--- src/shared/mgmt_pkg.sv ---
// Constants and types shared by the management interface files
package mgmt_pkg;
  // Two-wire bus device address (7-bit); plain default
  localparam logic [6:0] DEV_ADDR = 7'h50;
  // Memory geometry
  localparam int ADDR_W = 8;
  localparam int DATA_W = 8;
  localparam int MEM_DEPTH = 256;
  // Live monitor map (read only)
  localparam logic [7:0] ADDR_TEMP = 8'h00;
  localparam logic [7:0] ADDR_BIAS = 8'h01;
  localparam logic [7:0] ADDR_TXPOW = 8'h02;
  localparam logic [7:0] ADDR_RXPOW = 8'h03;
  localparam logic [7:0] ADDR_VCC = 8'h04;
  localparam logic [7:0] ADDR_ALARM = 8'h05;
  localparam logic [7:0] ADDR_WARN = 8'h06;
  localparam logic [7:0] ADDR_STATUS = 8'h07;
  // First location that the host may write
  localparam logic [7:0] WRITABLE_BASE = 8'h20;
  // Number of monitored quantities
  localparam int NUM_MON = 5;
  // Factory limits, index 0 temp, 1 bias, 2 tx power, 3 rx power, 4 vcc
  localparam logic [4:0][7:0] ALARM_HI = {8'hF0, 8'hF0, 8'hF0, 8'hF0, 8'hF0};
  localparam logic [4:0][7:0] WARN_HI = {8'hE0, 8'hE0, 8'hE0, 8'hE0, 8'hE0};
  localparam logic [4:0][7:0] WARN_LO = {8'h20, 8'h20, 8'h20, 8'h20, 8'h20};
  localparam logic [4:0][7:0] ALARM_LO = {8'h10, 8'h10, 8'h10, 8'h10, 8'h10};
  // Synchronised pin positions
  localparam int PIN_MODSEL_N = 5;
  localparam int PIN_LASER_OFF = 4;
  localparam int PIN_PDOWN = 3;
  localparam int PIN_SCL = 2;
  localparam int PIN_SDA = 1;
  localparam int PIN_SIGDET = 0;
  localparam int NUM_PINS = 6;
  // Serial engine states
  typedef enum logic [2:0] {
    ST_IDLE = 3'b000,
    ST_RX = 3'b001,
    ST_ACK = 3'b010,
    ST_TX = 3'b011,
    ST_TXACK = 3'b100,
    ST_TXNEXT = 3'b101
  } serial_state_e;
  // Meaning of the byte being received
  typedef enum logic [1:0] {
    KIND_DEV = 2'b00,
    KIND_REG = 2'b01,
    KIND_DATA = 2'b10
  } byte_kind_e;
endpackage

--- src/shared/mem_if.sv ---
// Port bundle between the serial engine and its byte memory
`timescale 1ns/10ps
interface mem_if;
  logic [7:0] addr;
  logic [7:0] wdata;
  logic we;
  logic [7:0] rdata;
  modport ctrl(output addr, output wdata, output we, input rdata);
  modport mem(input addr, input wdata, input we, output rdata);
endinterface

--- src/mgmt_mem.sv ---
// Byte memory for the writable management area, registered read
`timescale 1ns/10ps
module mgmt_mem (
  input wire logic clk_i,
  mem_if.mem bus
);
  logic [mgmt_pkg::DATA_W-1:0] store [mgmt_pkg::MEM_DEPTH];

  // Write on strobe, read data always from a register
  always_ff @(posedge clk_i) begin
    if (bus.we) begin
      store[bus.addr] <= bus.wdata;
    end
    bus.rdata <= store[bus.addr];
  end
endmodule

--- src/optical_module_mgmt_interface.sv ---
// Management side of a pluggable optical module: pins, monitor, serial bus
`timescale 1ns/10ps
module optical_module_mgmt_interface (
  input wire logic clk_i,
  input wire logic rst_n_i,
  input wire logic mod_select_n_i,
  input wire logic laser_off_request_i,
  input wire logic power_down_i,
  input wire logic scl_i,
  input wire logic sda_i,
  output logic sda_o,
  output logic sda_oe_o,
  input wire logic signal_detect_i,
  input wire logic [39:0] monitor_i,
  output logic interrupt_n_o,
  output logic module_absent_o,
  output logic rx_signal_lost_o,
  output logic laser_enable_o,
  output logic standby_o
);
  logic [mgmt_pkg::NUM_PINS-1:0] pin_raw;
  logic [mgmt_pkg::NUM_PINS-1:0] sync1;
  logic [mgmt_pkg::NUM_PINS-1:0] sync2;
  logic [mgmt_pkg::NUM_PINS-1:0] sync3;
  logic soft_rst;
  logic scl_rise;
  logic scl_fall;
  logic start_seen;
  logic stop_seen;
  logic selected;
  logic sda_bit;
  mgmt_pkg::serial_state_e state;
  mgmt_pkg::byte_kind_e kind;
  logic [2:0] bitcnt;
  logic [6:0] shift;
  logic [7:0] ptr;
  logic rw;
  logic ack;
  logic ack_on;
  logic sda_low;
  logic [7:0] rx_byte;
  logic [7:0] rd_byte;
  logic [4:0][7:0] live;
  logic [4:0] alarm_now;
  logic [4:0] warn_now;
  logic [4:0] alarm_latch;
  logic [4:0] warn_latch;
  logic live_ok;
  logic [7:0] status_byte;
  logic read_done;
  logic write_hit;
  mem_if mbus ();

  // Writable-area check used by write strobe and read mux
  function automatic logic is_writable(input logic [7:0] a);
    return a >= mgmt_pkg::WRITABLE_BASE;
  endfunction

  assign pin_raw = {mod_select_n_i, laser_off_request_i, power_down_i,
                    scl_i, sda_i, signal_detect_i};

  // Two-flop synchronisers plus one stage for edge detection
  always_ff @(posedge clk_i) begin
    if (!rst_n_i) begin
      sync1 <= '0;
      sync2 <= '0;
      sync3 <= '0;
    end else begin
      sync1 <= pin_raw;
      sync2 <= sync1;
      sync3 <= sync2;
    end
  end

  // Power-down falling edge acts as a full reset pulse
  assign soft_rst = !rst_n_i ||
    (sync3[mgmt_pkg::PIN_PDOWN] && !sync2[mgmt_pkg::PIN_PDOWN]);
  assign standby_o = sync2[mgmt_pkg::PIN_PDOWN];

  // Bus events from the host clock and data
  assign selected = !sync2[mgmt_pkg::PIN_MODSEL_N];
  assign sda_bit = sync2[mgmt_pkg::PIN_SDA];
  assign scl_rise = sync2[mgmt_pkg::PIN_SCL] && !sync3[mgmt_pkg::PIN_SCL];
  assign scl_fall = !sync2[mgmt_pkg::PIN_SCL] && sync3[mgmt_pkg::PIN_SCL];
  assign start_seen = sync2[mgmt_pkg::PIN_SCL] && sync3[mgmt_pkg::PIN_SCL] &&
    !sda_bit && sync3[mgmt_pkg::PIN_SDA];
  assign stop_seen = sync2[mgmt_pkg::PIN_SCL] && sync3[mgmt_pkg::PIN_SCL] &&
    sda_bit && !sync3[mgmt_pkg::PIN_SDA];
  assign rx_byte = {shift, sda_bit};

  // Open-drain data pin: only ever pulled low; clock pin is input only
  assign sda_o = 1'b0;
  assign sda_oe_o = sda_low && selected;

  // Read source: live monitor block below the writable area
  assign status_byte = {5'h00, sync2[mgmt_pkg::PIN_LASER_OFF],
                        standby_o, rx_signal_lost_o};
  always_comb begin
    unique case (ptr)
      mgmt_pkg::ADDR_TEMP: rd_byte = live[0];
      mgmt_pkg::ADDR_BIAS: rd_byte = live[1];
      mgmt_pkg::ADDR_TXPOW: rd_byte = live[2];
      mgmt_pkg::ADDR_RXPOW: rd_byte = live[3];
      mgmt_pkg::ADDR_VCC: rd_byte = live[4];
      mgmt_pkg::ADDR_ALARM: rd_byte = {3'h0, alarm_latch};
      mgmt_pkg::ADDR_WARN: rd_byte = {3'h0, warn_latch};
      mgmt_pkg::ADDR_STATUS: rd_byte = status_byte;
      default: rd_byte = is_writable(ptr) ? mbus.rdata : 8'h00;
    endcase
  end

  // Memory port: byte writes go only to unprotected locations
  assign write_hit = (state == mgmt_pkg::ST_RX) && scl_rise &&
    (bitcnt == 3'h7) && (kind == mgmt_pkg::KIND_DATA) && selected;
  assign mbus.addr = ptr;
  assign mbus.wdata = rx_byte;
  assign mbus.we = write_hit && is_writable(ptr);
  assign read_done = (state == mgmt_pkg::ST_TX) && scl_rise &&
    (bitcnt == 3'h7);

  // Serial engine: sample on rising clock, drive on falling clock
  always_ff @(posedge clk_i) begin
    if (soft_rst) begin
      state <= mgmt_pkg::ST_IDLE;
      kind <= mgmt_pkg::KIND_DEV;
      bitcnt <= 3'h0;
      shift <= 7'h00;
      ptr <= 8'h00;
      rw <= 1'b0;
      ack <= 1'b0;
      ack_on <= 1'b0;
      sda_low <= 1'b0;
    end else if (!selected) begin
      state <= mgmt_pkg::ST_IDLE;
      sda_low <= 1'b0;
    end else if (start_seen) begin
      state <= mgmt_pkg::ST_RX;
      kind <= mgmt_pkg::KIND_DEV;
      bitcnt <= 3'h0;
      sda_low <= 1'b0;
    end else if (stop_seen) begin
      state <= mgmt_pkg::ST_IDLE;
      sda_low <= 1'b0;
    end else begin
      unique case (state)
        mgmt_pkg::ST_IDLE: begin
          sda_low <= 1'b0;
        end
        mgmt_pkg::ST_RX: begin
          if (scl_rise) begin
            shift <= rx_byte[6:0];
            bitcnt <= bitcnt + 3'h1;
            if (bitcnt == 3'h7) begin
              state <= mgmt_pkg::ST_ACK;
              ack_on <= 1'b0;
              ack <= 1'b1;
              unique case (kind)
                mgmt_pkg::KIND_DEV: begin
                  ack <= (shift == mgmt_pkg::DEV_ADDR);
                  rw <= sda_bit;
                  kind <= mgmt_pkg::KIND_REG;
                end
                mgmt_pkg::KIND_REG: begin
                  ptr <= rx_byte;
                  kind <= mgmt_pkg::KIND_DATA;
                end
                default: begin
                  ptr <= ptr + 8'h01;
                end
              endcase
            end
          end
        end
        mgmt_pkg::ST_ACK: begin
          if (scl_fall) begin
            if (!ack_on) begin
              ack_on <= 1'b1;
              sda_low <= ack;
            end else begin
              ack_on <= 1'b0;
              bitcnt <= 3'h0;
              if (!ack) begin
                state <= mgmt_pkg::ST_IDLE;
                sda_low <= 1'b0;
              end else if (rw && kind == mgmt_pkg::KIND_REG) begin
                state <= mgmt_pkg::ST_TX;
                sda_low <= !rd_byte[7];
              end else begin
                state <= mgmt_pkg::ST_RX;
                sda_low <= 1'b0;
              end
            end
          end
        end
        mgmt_pkg::ST_TX: begin
          if (scl_rise) begin
            bitcnt <= bitcnt + 3'h1;
            if (bitcnt == 3'h7) begin
              state <= mgmt_pkg::ST_TXACK;
              ptr <= ptr + 8'h01;
            end
          end else if (scl_fall) begin
            sda_low <= !rd_byte[3'h7 - bitcnt];
          end
        end
        mgmt_pkg::ST_TXACK: begin
          if (scl_fall) begin
            sda_low <= 1'b0;
          end else if (scl_rise) begin
            state <= sda_bit ? mgmt_pkg::ST_IDLE : mgmt_pkg::ST_TXNEXT;
          end
        end
        mgmt_pkg::ST_TXNEXT: begin
          if (scl_fall) begin
            state <= mgmt_pkg::ST_TX;
            bitcnt <= 3'h0;
            sda_low <= !rd_byte[7];
          end
        end
        default: begin
          state <= mgmt_pkg::ST_IDLE;
        end
      endcase
    end
  end

  // Limit comparison, held off until a first value is captured
  genvar g;
  generate
    for (g = 0; g < mgmt_pkg::NUM_MON; g++) begin : g_lim
      assign alarm_now[g] = live_ok && ((live[g] > mgmt_pkg::ALARM_HI[g]) ||
        (live[g] < mgmt_pkg::ALARM_LO[g]));
      assign warn_now[g] = live_ok && ((live[g] > mgmt_pkg::WARN_HI[g]) ||
        (live[g] < mgmt_pkg::WARN_LO[g]));
    end
  endgenerate

  // Monitor capture, frozen in standby; flags sticky, cleared on read
  always_ff @(posedge clk_i) begin
    if (soft_rst) begin
      live <= '0;
      live_ok <= 1'b0;
      alarm_latch <= 5'h00;
      warn_latch <= 5'h00;
    end else begin
      if (!standby_o) begin
        live <= monitor_i;
        live_ok <= 1'b1;
      end
      if (read_done && ptr == mgmt_pkg::ADDR_ALARM) begin
        alarm_latch <= alarm_now;
      end else begin
        alarm_latch <= alarm_latch | alarm_now;
      end
      if (read_done && ptr == mgmt_pkg::ADDR_WARN) begin
        warn_latch <= warn_now;
      end else begin
        warn_latch <= warn_latch | warn_now;
      end
    end
  end

  // Pin outputs
  always_ff @(posedge clk_i) begin
    if (soft_rst) begin
      interrupt_n_o <= 1'b1;
      rx_signal_lost_o <= 1'b1;
      laser_enable_o <= 1'b0;
    end else begin
      interrupt_n_o <= !(|alarm_latch || |warn_latch);
      rx_signal_lost_o <= !sync2[mgmt_pkg::PIN_SIGDET];
      laser_enable_o <= !sync2[mgmt_pkg::PIN_LASER_OFF] && !standby_o;
    end
  end
  assign module_absent_o = 1'b0;

  mgmt_mem u_mem (
    .clk_i(clk_i),
    .bus(mbus.mem)
  );
endmodule

--- config.mk ---
export PLATFORM = sky130hd
export DESIGN_NAME = optical_module_mgmt_interface
export DESIGN_NICKNAME = d
export VERILOG_FILES = /design/src/shared/mgmt_pkg.sv /design/src/shared/mem_if.sv /design/src/mgmt_mem.sv /design/src/optical_module_mgmt_interface.sv
export SDC_FILE = /design/constraint.sdc
export NUM_CORES = 2
export LEC_CHECK = 0
export BUFFER_PORTS_ARGS = -buffer_cell sky130_fd_sc_hd__buf_2
export CORE_MARGIN = 2
export CORE_UTILIZATION = 45
export DETAILED_ROUTE_END_ITERATION = 6
export PLACE_DENSITY_LB_ADDON = 0.05
export SLEW_MARGIN = 20
export SYNTH_ARGS = -nofsm -noshare
export SYNTH_HDL_FRONTEND = slang
export SYNTH_SLANG_ARGS = --single-unit
--- constraint.sdc ---
create_clock -name clk_i -period 10.4 [get_ports clk_i]
set_input_delay 1.56 -clock clk_i [delete_from_list [all_inputs] [get_ports clk_i]]
set_output_delay 1.56 -clock clk_i [all_outputs]
set_load 0.02 [all_outputs]
==> metrics.md <==
| Metric | Value |
|---|---|
| Status | finished clean |
| Max Clk Rate | 202 MHz |
| Clock-pin slew on the worst setup and hold paths | 0.07 ns |
| Antenna Violating Nets Remaining | 0 |
| Via count of the first global-routing pass | 40918 |
| Layout overhead on the synthesized area | 13.0% |
| # setup viols final | 0 |
| Cts-stage hold buffer count | 0 |
| Die H | 436 um |
| Vias/cell | 5.80 |
| Commonest non-fill, non-tap cell in the layout | edfxtp_1 |
| Final Hold Vio Count | 0 |
| CTS root buf | clkbuf_16 |
| Total power | 0.0172 W |
| CORE AREA | 185000 sq um |
| Crit Path Class | register to register |
| Number of port buffers | 52 |
| DIE WIDTH | 436 um |
| Drt pass-1 iters | 6 |
| Overall routed net length | 218 mm |
| H-tree lvl count | 4 |
| Filler cells | 14881 |
| Synth Instances | 3976 |
| Final Instance Area | 94800 sq um |
| Final Slew Violations | 0 |
| Placed Area | 87900 sq um |
| Worst hold path type | register to register |
| Post-Synth Simple-Gate Area | 3.31% |
| CTS Sinks | 2152 |
| Number of I/O pins | 55 |
| Slew @ Worst Pin | 1.26 ns |
| Wire per inst | 31.1 um |
| Crit path capture type | register |
| Synth async-reset ratio | 0% |
| Clk Latency, worst-skew pair | 0.87 ns |
| Share of post-route cells with drive strength above 1 | 23.7% |
| WHS | 0.366 ns |
| Post-synth top area share | 73.3% |
| Longest Clk Path Bufs | 3 |
| Gr ovfl total | 0 |
| Synthesized area | 83900 sq um |
| Power Dens Cells | 182 nW/um^2 |
| Largest family of logic cells by synthesized area | multiplexers |
| First-pass GRT wire length | 311 mm |
| Largest area contributor in the netlist | edfxtp_1 |
| Ys Warns | 0 |
| Sequential fraction of the synthesis area | 75.8% |
| Final nets | 4403 |
| EDFF count, synth | 2048 |
| Detailed Place HPWL | 128 mm |
| Startpoint Class | register |
| Post-synthesis mux area share | 17.5% |
| Max IR drop VDD | 145 uV |
| Commonest non-fill, non-tap cells in the layout | edfxtp_1 (2048), mux4_2 (594), nor2_1 (316) |
| Critical path arrival | 5.68 ns |
| Synth cell types | 69 |
| XOR/XNOR Fraction of Synth Area | 0.0209% |
| Synth Area in Compound Gates | 1.86% |
| RSZ-0062 raised after global routing | no |
| Max-cap violations | 0 |
| Req. time, crit path | 11.13 ns |
| Setup TNS | 0 ns |
| Avg Synthesized Cell Area | 21.1 sq um |
| Row Count | 158 |
| Final Cycle Share | 47.6% |
| Leading post-synthesis cells by cell area | edfxtp_1 (73%), mux4_2 (16%), dfxtp_1 (2.5%) |
| CTS buffer count | 222 |
| TritonCTS clock tree | done |
| Setup Skew | 0.0429 ns |
| Total GRT Usage | 23.0% |
| Initial Utilization | 45.3% |
| Post-CTS setup buffer count | 0 |
| Drt first-iter violations | 4583 |
| R2R Setup Slk | 5.45 ns |
| DRC viols | 0 |
| Vias | 40743 |
| Max_slew headroom | 15.9% |
| Die area | 190000 sq um |
| Crit path time final | 4.95 ns |
| Antenna violations before repair | 9 |
| Largest net degree at the start of global routing | 220 |
| Leakage | 31.8 nW |
| Synth Register Bits | 2152 |
| Top_reg_cell synth | edfxtp_1 |
| Post_cts resized | 0 |
| Adder-Cell Fraction of Synth Area | 0.0895% |
| Utilization after layout | 51.2% |
| Max Fanout on Critical Path | 75 |
| GPL Wtd Cong | 0.792 |
-- where the power goes --
group | internal [W] | leakage [nW] | total, W | switching (W)
sequential | 0.00942 | 22.1 | 0.00947 | 0.0000458
combinational | 0.0000663 | 6.35 | 0.000168 | 0.000102
clock | 0.00424 | 3.38 | 0.00760 | 0.00336
-- worst paths after layout --
check / startpoint / to / depth (start not counted)
worst min register to register: sync2[0] / rx_signal_lost_o / 1
worst max register to register: mbus.addr[0] / u_mem.bus.rdata[5] / 8
worst max-delay path: mbus.addr[0] / u_mem.bus.rdata[5] / 8
worst min-delay path: sync2[0] / rx_signal_lost_o / 1
-- critical path, cell delays in order (launching register included) --
cell and delay [ns]:
dfxtp_4 0.70, buf_4 0.71, buf_12 0.57, mux4_2 0.58
mux4_2 0.53, nor2b_1 0.16, a21oi_1 0.50, nand3_1 0.35
or4_1 0.59
-- cell type report --
cell class	instances	area, sq um	area share, %
repair buffers	130	968	1.02
clock buffers	294	5970	6.29
inverters	19	78.8	0.0831
diodes	4	10.0	0.0106
flip-flops and latches	2152	63600	67.1
well taps	2480	3100	3.27
multi-input cells	1824	20100	21.2
clock inverters	119	937	0.988
-- per-layer routing --
layer  up-vias  wire length (um)  GRT usage, %
met2      1306            105000          36.2
li1      17068                 -             -
met3       300             14000          4.46
met5         -                13             0
met4         2              4790          5.73
met1     22067             94700          33.3
-- synthesized netlist by cell type, drive strengths merged, types with 9 or more instances --
cell type,number
a22oi,40
and2,21
nand4,24
mux4,594
nand2b,12
o21ai,30
nor3,16
nand2,109
buf,131
a211oi,13
inv,18
or3,11
o22ai,21
a21oi,35
a31oi,9
clkbuf,107
edfxtp,2048
dfxtp,104
nor2b,26
mux2i,121
nor4,11
nand3,32
nor2,322
-- sequential cells by signal, indices dropped and copies added (netlist names), 2 cells and up --
name             count
u_mem.store       2048
live                40
mbus.addr            8
u_mem.bus.rdata      8
shift                7
sync1                6
sync2                6
alarm_latch          5
warn_latch           5
bitcnt               3
state                3
sync3                3
kind                 2
-- metrics by stage --
step	cells	setup WS [ns]
final	7022	5.45
after global routing	7019	5.20
after CTS	7018	5.38
after detailed placement	6605	5.40
after global placement	6604	4.74
after floorplan	4233	4.74
-- logic make-up after synthesis --
logic type	after synthesis
simple gates	615
xor+xnor	2
mux	720
compound gates	223
fa+ha+maj	6
other cells	1
flops	2152
buf+inv	257
No activity file was read; power rests on OpenSTA's default activity.
